<file path="config.mk">
export PLATFORM = sky130hd
export DESIGN_NAME = cmf_framer
export DESIGN_NICKNAME = d
export VERILOG_FILES = /design/src/hw/cmf_pkg.sv /design/src/hw/cmf_framer.sv
export SDC_FILE = /design/constraint.sdc
export NUM_CORES = 1
export LEC_CHECK = 0
export BUFFER_PORTS_ARGS = -buffer_cell sky130_fd_sc_hd__buf_2
export CAP_MARGIN = 20
export CORE_MARGIN = 3
export CORE_UTILIZATION = 60
export DETAILED_ROUTE_END_ITERATION = 10
export HOLD_SLACK_MARGIN = 0.03
export PLACE_DENSITY_LB_ADDON = 0.2
export SKIP_CTS_REPAIR_TIMING = 1
export SYNTH_ARGS = -nofsm -noshare
export SYNTH_HDL_FRONTEND = slang
export SYNTH_SLANG_ARGS = --single-unit
</file>
<file path="constraint.sdc">
create_clock -name mclk -period 9.6 [get_ports mclk]
set_input_delay 1.92 -clock mclk [delete_from_list [all_inputs] [get_ports mclk]]
set_output_delay 1.92 -clock mclk [all_outputs]
set_load 0.1 [all_outputs]
</file>
<file path="src/hw/cmf_pkg.sv">
// Purpose: shared constants of the framer
// Assumes: byte-wide upstream stream, one MAC clock
// Notes: all field codes and overheads of the framer live here
package cmf_pkg;
    // extended header element codes
    localparam logic [3:0] ELEM_TYPE_SF_DOWN = 4'h5; // service flow, downstream
    localparam logic [3:0] ELEM_TYPE_SF_UP = 4'h6; // service flow, upstream
    localparam logic [3:0] ELEM_LEN_PHS = 4'h1; // index byte only
    localparam logic [3:0] ELEM_LEN_SYNC = 4'h2; // index plus grant sync byte
    localparam logic [3:0] ELEM_TYPE_PRIV_UP = 4'h3; // upstream privacy element
    localparam logic [3:0] ELEM_LEN_FRAG = 4'h5; // privacy with fragmentation
    localparam logic [3:0] FRAG_EH_VERSION = 4'h1; // version of the fragment element
    // fragment header frame control: type 11, parm 00011, ext header on
    localparam logic [1:0] FC_TYPE_MAC_MSG = 2'h3;
    localparam logic [4:0] FC_PARM_FRAG = 5'h03;
    localparam logic [7:0] FRAG_ELEN = 8'h06; // one byte type/len plus five value
    localparam logic [3:0] FRAG_HDR_BYTES = 4'ha; // fc, parm, len, six ext bytes
    localparam logic [3:0] HCS_BYTES = 4'h2;
    localparam logic [3:0] FRAGMENT_CRC_BYTES = 4'h4;
    localparam logic [15:0] FRAG_OVERHEAD = 16'h0010; // 16 bytes per fragment
    localparam logic [15:0] FRAG_MIN_GRANT = 16'h0011; // overhead plus one byte
    // byte positions counted from the header check sequence
    localparam logic [7:0] SUPPR_START_UP = 8'h01;
    localparam logic [7:0] SUPPR_START_DOWN = 8'h0d;
    localparam logic [7:0] CRYPT_START_PLAIN = 8'h0d;
    localparam logic [7:0] CRYPT_START_FRAG = 8'h01;
    localparam logic [7:0] PHS_MIN_SIZE = 8'h40; // 64 byte strings at least
    // crc seeds and polynomials
    localparam logic [15:0] HCS_INIT = 16'hffff;
    localparam logic [15:0] HCS_POLY = 16'h1021;
    localparam logic [31:0] FRAGMENT_CRC_INIT = 32'hffff_ffff;
    localparam logic [31:0] FRAGMENT_CRC_POLY = 32'h04c1_1db7;
    // framer states, one-hot
    typedef enum logic [4:0] {
        ST_IDLE = 5'b00001,
        ST_HDR = 5'b00010,
        ST_HCS = 5'b00100,
        ST_DATA = 5'b01000,
        ST_FRAGMENT_CRC = 5'b10000
    } cmf_state_t;
endpackage : cmf_pkg

</file>
<file path="src/hw/cmf_framer.sv">
// Purpose: upstream framer of a cable modem: suppression element and fragmentation
// Assumes: inputs synchronous to mclk; grants of at least 17 bytes when fragmenting
// Notes: suppressed bytes are dropped and kept out of every count and crc
`timescale 1ns/100ps

// Summary of operation
// element type 5/6, length 1, index byte
// index 0 or no element: no suppression
// suppressed strings of 64 bytes accepted
// upstream suppression starts after check sequence
// downstream suppression starts at thirteenth byte
// crypt start 13 plain, 1 fragmented
// packet crc skips suppressed bytes
// sync element type 6, length 2, queue+grants
// omit sync byte for non-unsolicited flows
// fragment when grant below requested length
// fit payload per grant, new header each
// fragment frame control 11, parameter 00011
// four-bit sequence, plus one per fragment
// first/last flags only on those fragments
// head-end checks sequence increments
// last fragment request means next frame
// fixed header, 16 bytes total overhead
// privacy element always; copy or clear enable
// fragment sid equals partial grant sid
// separate crc appended to each fragment
// head-end grants hold 17 bytes minimum
// no key messages in concatenation with privacy; code blocks them only if frag_enable is set
// five-byte fragment element value layout
module cmf_framer
    import cmf_pkg::*;
#(
    parameter int LEN_W = 16 // width of byte lengths
) (
    input wire logic mclk,
    input wire logic rst_n,
    // suppression element request
    input wire logic phs_req,
    input wire logic phs_downstream,
    input wire logic phs_present,
    input wire logic [7:0] suppression_index,
    input wire logic ugs_flow,
    input wire logic queue_indicator,
    input wire logic [6:0] active_grants,
    input wire logic [7:0] suppressed_string_len,
    output logic phs_valid_ff,
    output logic phs_active_ff,
    output logic phs_reject_ff,
    output logic [7:0] ext_element_type_len_ff,
    output logic [7:0] ext_element_value0_ff,
    output logic [7:0] ext_element_value1_ff,
    output logic [7:0] suppr_start_ff,
    // frame and grant
    input wire logic frag_enable,
    input wire logic concat_enable,
    input wire logic privacy_in_use,
    input wire logic key_msg_pending,
    input wire logic frame_start,
    input wire logic [LEN_W-1:0] frame_len,
    input wire logic [LEN_W-1:0] req_len,
    input wire logic grant_valid,
    input wire logic [LEN_W-1:0] grant_len,
    input wire logic [13:0] grant_sid,
    input wire logic [3:0] key_seq,
    input wire logic orig_privacy_enable_bit,
    input wire logic key_toggle,
    input wire logic [7:0] frag_req,
    input wire logic [7:0] next_frame_req,
    // payload stream in
    input wire logic in_valid,
    input wire logic [7:0] in_data,
    input wire logic in_suppressed,
    output logic in_ready_ff,
    // framed stream out
    output logic out_valid_ff,
    output logic [7:0] out_data_ff,
    output logic busy_ff,
    output logic frag_active_ff,
    output logic [7:0] crypt_start_ff,
    output logic concat_allowed_ff,
    output logic [31:0] pkt_crc_ff
);
    cmf_state_t state_ff; // framer state
    logic [LEN_W-1:0] remain_ff; // frame bytes not yet sent
    logic [LEN_W-1:0] cnt_ff; // payload bytes left in this grant
    logic [LEN_W-1:0] flen_ff; // LEN field of current fragment
    logic [3:0] idx_ff; // byte index within header, hcs or fragment_crc
    logic [3:0] seq_ff; // sequence of the current fragment
    logic [3:0] seed_ff; // free running start value for new frames
    logic first_ff; // current fragment is the first
    logic last_ff; // current fragment is the last
    logic [13:0] sid_ff; // sid latched from partial grant
    logic [15:0] hcs_ff; // running header check
    logic [31:0] fragment_crc_ff; // running fragment crc
    logic [31:0] pcrc_ff; // running packet crc
    logic [7:0] hdr_byte; // current header byte
    logic take; // payload byte accepted this cycle
    logic [LEN_W-1:0] fit; // payload that fits the grant
    logic frag_go; // grant starts or continues fragmentation

    // msb first crc over one byte
    function automatic logic [15:0] crc16(input logic [15:0] c, input logic [7:0] d);
        logic [15:0] r;
        r = c;
        for (int i = 7; i >= 0; i--) begin
            r = (r[15] ^ d[i]) ? ((r << 1) ^ HCS_POLY) : (r << 1);
        end
        return r;
    endfunction : crc16

    function automatic logic [31:0] crc32(input logic [31:0] c, input logic [7:0] d);
        logic [31:0] r;
        r = c;
        for (int i = 7; i >= 0; i--) begin
            r = (r[31] ^ d[i]) ? ((r << 1) ^ FRAGMENT_CRC_POLY) : (r << 1);
        end
        return r;
    endfunction : crc32

    // fragment header bytes, ten of them before the check sequence
    always_comb begin
        case (idx_ff)
            4'h0: hdr_byte = {FC_TYPE_MAC_MSG, FC_PARM_FRAG, 1'b1};
            4'h1: hdr_byte = FRAG_ELEN;
            4'h2: hdr_byte = flen_ff[15:8];
            4'h3: hdr_byte = flen_ff[7:0];
            4'h4: hdr_byte = {ELEM_TYPE_PRIV_UP, ELEM_LEN_FRAG};
            4'h5: hdr_byte = {key_seq, FRAG_EH_VERSION};
            // enable copied only while privacy runs, else cleared
            4'h6: hdr_byte = {privacy_in_use & orig_privacy_enable_bit, key_toggle,
                              sid_ff[13:8]};
            4'h7: hdr_byte = sid_ff[7:0];
            // request belongs to the next frame on the last fragment
            4'h8: hdr_byte = last_ff ? next_frame_req : frag_req;
            4'h9: hdr_byte = {2'b00, first_ff, last_ff, seq_ff};
            default: hdr_byte = 8'h00;
        endcase
    end

    // a short grant starts fragmenting; later grants continue it
    assign frag_go = frag_enable & (frag_active_ff | (grant_len < req_len));
    // payload that fits after the 16 byte overhead
    assign fit = ((grant_len - FRAG_OVERHEAD) < remain_ff) ?
                 (grant_len - FRAG_OVERHEAD) : remain_ff;
    assign take = (state_ff == ST_DATA) & in_valid & in_ready_ff;

    // suppression and sync element build-up
    always_ff @(posedge mclk or negedge rst_n) begin
        if (!rst_n) begin
            phs_valid_ff <= 1'b0;
            phs_active_ff <= 1'b0;
            phs_reject_ff <= 1'b0;
            ext_element_type_len_ff <= 8'h00;
            ext_element_value0_ff <= 8'h00;
            ext_element_value1_ff <= 8'h00;
            suppr_start_ff <= SUPPR_START_UP;
        end else begin
            phs_valid_ff <= phs_req;
            if (phs_req) begin
                // index 0 or absent element both mean plain packet
                phs_active_ff <= phs_present & (suppression_index != 8'h00);
                // strings over 64 bytes are refused here
                phs_reject_ff <= phs_present & (suppression_index != 8'h00) &
                                 (suppressed_string_len > PHS_MIN_SIZE);
                // upstream after the check sequence, downstream past the addresses
                suppr_start_ff <= phs_downstream ? SUPPR_START_DOWN :
                                  SUPPR_START_UP;
                ext_element_value0_ff <= suppression_index;
                if (!phs_downstream && ugs_flow) begin
                    // sync byte only on unsolicited grant flows
                    ext_element_type_len_ff <= {ELEM_TYPE_SF_UP, ELEM_LEN_SYNC};
                    ext_element_value1_ff <= {queue_indicator, active_grants};
                end else begin
                    ext_element_type_len_ff <= {phs_downstream ? ELEM_TYPE_SF_DOWN :
                                                ELEM_TYPE_SF_UP, ELEM_LEN_PHS};
                    ext_element_value1_ff <= 8'h00;
                end
            end
        end
    end

    // concatenation permission and encryption offset
    always_ff @(posedge mclk or negedge rst_n) begin
        if (!rst_n) begin
            concat_allowed_ff <= 1'b0;
            crypt_start_ff <= CRYPT_START_PLAIN;
        end else begin
            // key messages stay out when frag_enable and privacy_in_use are set, so that they are never encrypted
            concat_allowed_ff <= concat_enable & ~(frag_enable & privacy_in_use &
                                 key_msg_pending);
            crypt_start_ff <= frag_active_ff ? CRYPT_START_FRAG :
                              CRYPT_START_PLAIN;
        end
    end

    // sequence start seed: any value is legal, a free counter spreads them
    always_ff @(posedge mclk or negedge rst_n) begin
        if (!rst_n) begin
            seed_ff <= 4'h0;
        end else begin
            seed_ff <= seed_ff + 4'h1;
        end
    end

    // main framer
    always_ff @(posedge mclk or negedge rst_n) begin
        if (!rst_n) begin
            state_ff <= ST_IDLE;
            remain_ff <= '0;
            cnt_ff <= '0;
            flen_ff <= '0;
            idx_ff <= 4'h0;
            seq_ff <= 4'h0;
            first_ff <= 1'b0;
            last_ff <= 1'b0;
            sid_ff <= 14'h0000;
            hcs_ff <= HCS_INIT;
            fragment_crc_ff <= FRAGMENT_CRC_INIT;
            pcrc_ff <= FRAGMENT_CRC_INIT;
            pkt_crc_ff <= 32'h0000_0000;
            frag_active_ff <= 1'b0;
            in_ready_ff <= 1'b0;
            out_valid_ff <= 1'b0;
            out_data_ff <= 8'h00;
            busy_ff <= 1'b0;
        end else begin
            out_valid_ff <= 1'b0;
            case (state_ff)
                ST_IDLE: begin
                    busy_ff <= 1'b0;
                    if (frame_start) begin
                        remain_ff <= frame_len;
                        pcrc_ff <= FRAGMENT_CRC_INIT;
                        frag_active_ff <= 1'b0;
                    end else if (grant_valid && remain_ff != '0) begin
                        busy_ff <= 1'b1;
                        if (frag_go && grant_len >= FRAG_MIN_GRANT) begin
                            // new header for every fragment
                            state_ff <= ST_HDR;
                            cnt_ff <= fit;
                            flen_ff <= LEN_W'(fit + FRAG_ELEN + FRAGMENT_CRC_BYTES);
                            first_ff <= ~frag_active_ff;
                            last_ff <= (fit == remain_ff);
                            seq_ff <= frag_active_ff ? seq_ff + 4'h1 : seed_ff;
                            if (!frag_active_ff) begin
                                sid_ff <= grant_sid;
                            end
                            frag_active_ff <= 1'b1;
                            idx_ff <= 4'h0;
                            hcs_ff <= HCS_INIT;
                        end else if (!frag_go) begin
                            // whole frame goes out unfragmented
                            state_ff <= ST_DATA;
                            cnt_ff <= remain_ff;
                            in_ready_ff <= 1'b1;
                        end else begin
                            busy_ff <= 1'b0; // undersized grant is dropped
                        end
                    end
                end
                ST_HDR: begin
                    out_valid_ff <= 1'b1;
                    out_data_ff <= hdr_byte;
                    hcs_ff <= crc16(hcs_ff, hdr_byte);
                    idx_ff <= idx_ff + 4'h1;
                    if (idx_ff == FRAG_HDR_BYTES - 4'h1) begin
                        state_ff <= ST_HCS;
                        idx_ff <= 4'h0;
                    end
                end
                ST_HCS: begin
                    out_valid_ff <= 1'b1;
                    out_data_ff <= (idx_ff == 4'h0) ? ~hcs_ff[15:8] : ~hcs_ff[7:0];
                    idx_ff <= idx_ff + 4'h1;
                    if (idx_ff == HCS_BYTES - 4'h1) begin
                        state_ff <= ST_DATA;
                        idx_ff <= 4'h0;
                        fragment_crc_ff <= FRAGMENT_CRC_INIT;
                        in_ready_ff <= 1'b1;
                    end
                end
                ST_DATA: begin
                    if (take && in_suppressed) begin
                        // suppressed byte: not sent, not counted, not in a crc
                    end else if (take) begin
                        out_valid_ff <= 1'b1;
                        out_data_ff <= in_data;
                        pcrc_ff <= crc32(pcrc_ff, in_data);
                        fragment_crc_ff <= crc32(fragment_crc_ff, in_data);
                        cnt_ff <= cnt_ff - LEN_W'(1);
                        remain_ff <= remain_ff - LEN_W'(1);
                        if (cnt_ff == LEN_W'(1)) begin
                            in_ready_ff <= 1'b0;
                            if (frag_active_ff) begin
                                state_ff <= ST_FRAGMENT_CRC;
                            end else begin
                                state_ff <= ST_IDLE;
                                pkt_crc_ff <= ~crc32(pcrc_ff, in_data);
                            end
                        end
                    end
                end
                ST_FRAGMENT_CRC: begin
                    // fragment crc, msb first
                    out_valid_ff <= 1'b1;
                    out_data_ff <= ~fragment_crc_ff[31:24];
                    fragment_crc_ff <= fragment_crc_ff << 8;
                    idx_ff <= idx_ff + 4'h1;
                    if (idx_ff == FRAGMENT_CRC_BYTES - 4'h1) begin
                        state_ff <= ST_IDLE;
                        if (last_ff) begin
                            pkt_crc_ff <= ~pcrc_ff;
                            frag_active_ff <= 1'b0; // frame done
                        end
                    end
                end
                default: state_ff <= ST_IDLE;
            endcase
        end
    end

    // checks
    chk_fc_byte: assert property (@(posedge mclk) disable iff (!rst_n)
        (state_ff == ST_HDR && idx_ff == 4'h0) |=> (out_data_ff == 8'hc7))
        else $error("fragment frame control byte wrong");
    chk_phs_type: assert property (@(posedge mclk) disable iff (!rst_n)
        phs_req && phs_downstream |=> ext_element_type_len_ff == 8'h51)
        else $error("downstream element header wrong");
    chk_sync_omit: assert property (@(posedge mclk) disable iff (!rst_n)
        phs_req && !ugs_flow |=> ext_element_type_len_ff[3:0] == 4'h1
        && ext_element_value1_ff == 8'h00)
        else $error("sync byte sent on a non-unsolicited flow");
    chk_phs_zero: assert property (@(posedge mclk) disable iff (!rst_n)
        phs_req && suppression_index == 8'h00 |=> !phs_active_ff)
        else $error("index zero marked as suppressed");
    chk_seq_step: assert property (@(posedge mclk) disable iff (!rst_n)
        (state_ff == ST_IDLE && grant_valid && !frame_start && frag_active_ff
         && frag_enable && remain_ff != '0 && grant_len >= 16'h0011)
        |=> seq_ff == $past(seq_ff) + 4'h1)
        else $error("fragment sequence did not step by one");
    chk_mid_flags: assert property (@(posedge mclk) disable iff (!rst_n)
        $rose(state_ff == ST_HDR) && !first_ff |-> $past(frag_active_ff))
        else $error("first flag missing on opening fragment");
    chk_overhead: assert property (@(posedge mclk) disable iff (!rst_n)
        $rose(state_ff == ST_HDR) |-> flen_ff == cnt_ff + 16'h000a)
        else $error("fragment length field wrong");
    chk_sid_keep: assert property (@(posedge mclk) disable iff (!rst_n)
        state_ff == ST_HDR && !first_ff |-> $stable(sid_ff))
        else $error("fragment sid changed within frame");
    chk_crypt_pos: assert property (@(posedge mclk) disable iff (!rst_n)
        frag_active_ff ##1 frag_active_ff |-> crypt_start_ff == 8'h01)
        else $error("encryption offset wrong while fragmenting");
    chk_key_concat: assert property (@(posedge mclk) disable iff (!rst_n)
        frag_enable && privacy_in_use && key_msg_pending |=> !concat_allowed_ff)
        else $error("key message allowed into concatenation");
    chk_hdr_len: assert property (@(posedge mclk) disable iff (!rst_n)
        $rose(state_ff == ST_HDR) |-> ##10 state_ff == ST_HCS ##2 state_ff == ST_DATA)
        else $error("fragment header not ten plus two bytes");
endmodule : cmf_framer

</file>
==> flow_summary.html <==
<table>
<tr><th>Metric</th><th>Value</th></tr>
<tr><th colspan="2">Route</th></tr>
<tr><td>DRC</td><td>0</td></tr>
<tr><td>Initial DRT Pass Iterations</td><td>6</td></tr>
<tr><td>Via count of the routed design</td><td>12500</td></tr>
<tr><td>DR WL/cell</td><td>slightly below 20 µm</td></tr>
<tr><td>DRT Wirelength</td><td>between 40000 and 50000 µm</td></tr>
<tr><td>Number of DRC markers in iteration 0</td><td>1279</td></tr>
<tr><td>Vias per inst</td><td>5.98</td></tr>
<tr><td>Post-route antenna net violation count</td><td>0</td></tr>
<tr><th colspan="2">Synth</th></tr>
<tr><td>Count leader, synth</td><td>sky130_fd_sc_hd__dfrtp_1</td></tr>
<tr><td>Largest cells by area after synthesis</td><td>sky130_fd_sc_hd__dfrtp_1 26%, sky130_fd_sc_hd__dfstp_2 15%, sky130_fd_sc_hd__xnor2_1 8.4%, sky130_fd_sc_hd__a21oi_1 4.6%, sky130_fd_sc_hd__nand2_1 3.8%</td></tr>
<tr><td>Sequential-to-total area share from yosys stat</td><td>about 40%</td></tr>
<tr><td>Cell count after synthesis</td><td>~1600</td></tr>
<tr><td>Cell Area, Synth</td><td>approximately 15000 µm²</td></tr>
<tr><td>Number of enable-type register cells in the synthesized netlist</td><td>0</td></tr>
<tr><td>Top cells by instance count after synthesis</td><td>150 x sky130_fd_sc_hd__dfrtp_1, 148 x sky130_fd_sc_hd__nand2_1, 148 x sky130_fd_sc_hd__nor2_1</td></tr>
<tr><td>Synthesized area per cell</td><td>just over 9 µm²</td></tr>
<tr><td>Top cell type's share of synthesized area</td><td>25.8%</td></tr>
<tr><td>Leading register cell type out of synthesis</td><td>sky130_fd_sc_hd__dfrtp_1</td></tr>
<tr><td>YS warnings</td><td>0</td></tr>
<tr><td>Share of synthesized flip-flops with an asynchronous set or reset</td><td>100%</td></tr>
<tr><td>Synthesized flop and latch total</td><td>about 230</td></tr>
<tr><td>Number of distinct standard cells referenced by the synthesized netlist</td><td>79</td></tr>
<tr><td>Library cell with the largest summed area after synthesis</td><td>sky130_fd_sc_hd__dfrtp_1</td></tr>
<tr><th colspan="2">Floorplanning</th></tr>
<tr><td>Die Y</td><td>around 160 µm</td></tr>
<tr><td>CORE AREA</td><td>23600 µm²</td></tr>
<tr><td>Die area</td><td>between 20000 and 30000 µm²</td></tr>
<tr><td>Die Span X</td><td>between 150 and 200 µm</td></tr>
<tr><td>Cell Rows</td><td>56</td></tr>
<tr><td>Initial Utilization</td><td>between 60 and 70%</td></tr>
<tr><td>Top-level I/O count</td><td>218</td></tr>
<tr><th colspan="2">Placement</th></tr>
<tr><td>Worst setup slack after placement</td><td>2.50 ns</td></tr>
<tr><td>Final GP Congestion</td><td>around 0.96</td></tr>
<tr><td>Half-perimeter wire length after placement</td><td>a little under 30000 µm</td></tr>
<tr><td>Port Buffers</td><td>202</td></tr>
<tr><th colspan="2">Worst setup path</th></tr>
<tr><td>R2R Path End</td><td>flen_ff[15]</td></tr>
<tr><td>Worst endpoint required time</td><td>between 9 and 10 ns</td></tr>
<tr><td>Critical setup path kind</td><td>input pin to register</td></tr>
<tr><td>Type of element capturing the critical path</td><td>register</td></tr>
<tr><td>Critical path peak fanout</td><td>33</td></tr>
<tr><td>Arrival @ worst endpoint</td><td>7.09 ns</td></tr>
<tr><td>Launch instance of the worst register-to-register path</td><td>remain_ff[3]</td></tr>
<tr><td>Register-to-Register Setup Slack</td><td>around 5.2 ns</td></tr>
<tr><td>Start point of the critical path</td><td>grant_len[4]</td></tr>
<tr><td>CP Capture Point</td><td>flen_ff[15]</td></tr>
<tr><td>Worst reg2reg path depth</td><td>13</td></tr>
<tr><td>Type of origin of the critical path</td><td>input pin</td></tr>
<tr><th colspan="2">Power</th></tr>
<tr><td>Total power draw</td><td>slightly above 7 mW</td></tr>
<tr><td>Static leakage power</td><td>approximately 7.3 nW</td></tr>
<tr><td>Power density of the placed cells</td><td>between 400 and 500 nW/µm²</td></tr>
<tr><td>Largest vdd supply drop</td><td>0.274 mV</td></tr>
<tr><th colspan="2">Clock tree</th></tr>
<tr><td>Clk pin slew, worst setup/hold paths</td><td>roughly 0.06 ns</td></tr>
<tr><td>Clock insertion delay at the later pin of the skew report</td><td>0.53 ns</td></tr>
<tr><td>Num CTS Buffers</td><td>25</td></tr>
<tr><td>Deepest level of the CTS H-tree</td><td>1</td></tr>
<tr><td>Number of buffers between clock root and the deepest sink</td><td>3</td></tr>
<tr><td>Number of clock sinks</td><td>roughly 230</td></tr>
<tr><td>TritonCTS clock tree</td><td>yes</td></tr>
<tr><td>Cell at the root of the clock tree</td><td>sky130_fd_sc_hd__clkbuf_16</td></tr>
<tr><th colspan="2">STA</th></tr>
<tr><td>Final setup violation count</td><td>0</td></tr>
<tr><td>Unrepaired setup endpoints after global routing</td><td>no</td></tr>
<tr><td>Minimum clock period</td><td>between 6 and 7 ns</td></tr>
<tr><td>Setup TNS Final</td><td>0 ns</td></tr>
<tr><td>Least-Margin Pin Slew</td><td>1.05 ns</td></tr>
<tr><td>Worst slew slack as a fraction of its limit</td><td>slightly below 30%</td></tr>
<tr><td>Top achievable clock speed</td><td>between 0.1 and 0.15 GHz</td></tr>
<tr><td>Final worst slack</td><td>approximately 2.9 ns</td></tr>
<tr><td>Slew Viols, Final</td><td>0</td></tr>
<tr><td>Number of hold violations in the final report</td><td>0</td></tr>
<tr><td>Worst Clk Skew</td><td>between 0.01 and 0.015 ns</td></tr>
<tr><td>Final period util</td><td>69.8%</td></tr>
<tr><th colspan="2">Layout</th></tr>
<tr><td>Register area</td><td>between 5000 and 6000 µm²</td></tr>
<tr><td>Area used by multi-input combinational logic</td><td>a little under 8000 µm²</td></tr>
<tr><td>Total of fill cells in the finished design</td><td>about 1900</td></tr>
<tr><td>Layout Area Growth over Synthesis</td><td>13.8%</td></tr>
<tr><td>N_diodes</td><td>0</td></tr>
<tr><td>Share of post-route cells with drive strength above 1</td><td>23.2%</td></tr>
<tr><td>Final nets</td><td>1915</td></tr>
<tr><th colspan="2">Run</th></tr>
<tr><td>Max-cap violations</td><td>0</td></tr>
<tr><th colspan="2">Global routing</th></tr>
<tr><td>Pin count of the biggest net entering global routing</td><td>between 90 and 100</td></tr>
<tr><td>Number of global-route vias before repair</td><td>around 12000</td></tr>
<tr><td>Wire length of the first global-routing pass</td><td>64700 µm</td></tr>
<tr><td>Remaining global-route overflow</td><td>0</td></tr>
<tr><td>Overall track demand over capacity in global routing</td><td>roughly 30%</td></tr>
<tr><td>Initial antenna violation count</td><td>0</td></tr>
<tr><th colspan="2">Run status</th></tr>
<tr><td>Outcome</td><td>complete, no violations</td></tr>
<tr><th colspan="2">Worst hold path</th></tr>
<tr><td>Class of the most critical hold timing path</td><td>register to register</td></tr>
<tr><td>Min-Delay Path Depth</td><td>1</td></tr>
</table>
## layer usage
| layer | routed length, µm | vias to the layer above | global-route usage [%] |
|---|---|---|---|
| met2 | 19100 | 501 | 49.6 |
| met3 | 2800 | 99 | 3.54 |
| li1 | - | 5890 | - |
| met1 | 17200 | 5962 | 43.2 |
| met4 | 1120 | 0 | 8.30 |
| met5 | 0 | - | 0 |
## power by group
part | internal (mW) | switching [mW] | leakage (nW)
combinational | 1.50 | 2.70 | 4.17
sequential | 1.47 | 0.399 | 2.72
clock | 0.594 | 0.400 | 0.403
## flip-flops by register name, summed over array words and instances (netlist names), 14 cells and up
name / count
flen_ff: 16
pcrc_ff: 32
cnt_ff: 16
sid_ff: 14
remain_ff: 16
fragment_crc_ff: 32
pkt_crc_ff: 32
hcs_ff: 16
## placed cells by master (no fill, tap or decap), types with 9 or more instances in the layout
cell type and count:
sky130_fd_sc_hd__inv_1 62, sky130_fd_sc_hd__mux2_2 42, sky130_fd_sc_hd__nor4_1 13, sky130_fd_sc_hd__buf_2 201, sky130_fd_sc_hd__nand2_1 148, sky130_fd_sc_hd__dfrtp_1 150
sky130_fd_sc_hd__o22a_1 33, sky130_fd_sc_hd__a221oi_1 20, sky130_fd_sc_hd__a21oi_1 135, sky130_fd_sc_hd__nor3_1 25, sky130_fd_sc_hd__a31oi_1 18, sky130_fd_sc_hd__nor2_1 147
sky130_fd_sc_hd__nand3_1 28, sky130_fd_sc_hd__o22ai_1 16, sky130_fd_sc_hd__clkbuf_1 9, sky130_fd_sc_hd__clkbuf_16 25, sky130_fd_sc_hd__mux2i_1 48, sky130_fd_sc_hd__a22oi_1 16
sky130_fd_sc_hd__xor2_1 50, sky130_fd_sc_hd__o21ai_0 102, sky130_fd_sc_hd__a22o_1 11, sky130_fd_sc_hd__conb_1 15, sky130_fd_sc_hd__dfstp_2 82, sky130_fd_sc_hd__buf_4 22
sky130_fd_sc_hd__xnor2_1 139, sky130_fd_sc_hd__ha_1 42, sky130_fd_sc_hd__nand4_1 15
## through the flow
step                      area [µm²]  hold WS, ns  utilization, %  cells
after floorplan                14600        0.436               -   1593
after global routing           16500        0.477            70.0   2081
final                          16500        0.463            70.0   2081
after detailed placement       15700        0.448            66.4   2033
after CTS                      16500        0.462            69.9   2079
after global placement         15700        0.447            66.4   2033
## logic make-up (layout without fill, tap and decap cells)
family	Yosys count	after routing	synth area share [%]
compound gates	422	422	18.5
xor+xnor	192	192	11.8
flops	232	232	40.7
mux	90	90	6.56
other cells	2	15	0.0517
fa+ha+maj	42	42	3.62
simple gates	435	435	13.7
buf+inv	165	334	5.06
## layout make-up
cell class | instances | area share, %
inverter | 63 | 1.43
clock inverter | 8 | 0.749
tap | 319 | 2.41
clock buffer | 38 | 4.32
multi-input combinational | 1196 | 48.1
timing repair buffer | 225 | 7.21
sequential | 232 | 35.7
## worst min-delay path by stage
stage               slack [ns]                  startpoint                         end
global route              0.48  ext_element_type_len_ff[6]  ext_element_type_len_ff[6]
floorplan                 0.44                  seed_ff[0]                  seed_ff[0]
CTS                       0.46  ext_element_type_len_ff[6]  ext_element_type_len_ff[6]
global placement          0.45  ext_element_type_len_ff[6]  ext_element_type_len_ff[6]
detailed placement        0.45  ext_element_type_len_ff[6]  ext_element_type_len_ff[6]
finish                    0.46  ext_element_type_len_ff[6]  ext_element_type_len_ff[6]
## worst max-delay path: stages
cell and delay (ns):
sky130_fd_sc_hd__buf_2 0.17, sky130_fd_sc_hd__inv_1 0.18, sky130_fd_sc_hd__ha_1 0.21, sky130_fd_sc_hd__nor3b_1 0.51, sky130_fd_sc_hd__nand2_1 0.14, sky130_fd_sc_hd__xor2_1 0.52, sky130_fd_sc_hd__inv_1 0.15, sky130_fd_sc_hd__ha_1 0.31
sky130_fd_sc_hd__nand4_1 0.13, sky130_fd_sc_hd__nor2_1 0.07, sky130_fd_sc_hd__a311oi_1 0.52, sky130_fd_sc_hd__nand2_2 0.56, sky130_fd_sc_hd__mux2_2 0.42, sky130_fd_sc_hd__ha_1 0.26, sky130_fd_sc_hd__nor2_1 0.08, sky130_fd_sc_hd__nor2_1 0.26
sky130_fd_sc_hd__mux2i_1 0.17, sky130_fd_sc_hd__a211oi_2 0.25, sky130_fd_sc_hd__xor2_1 0.15, sky130_fd_sc_hd__o21ai_0 0.08
(Power assumes the default switching activity.)
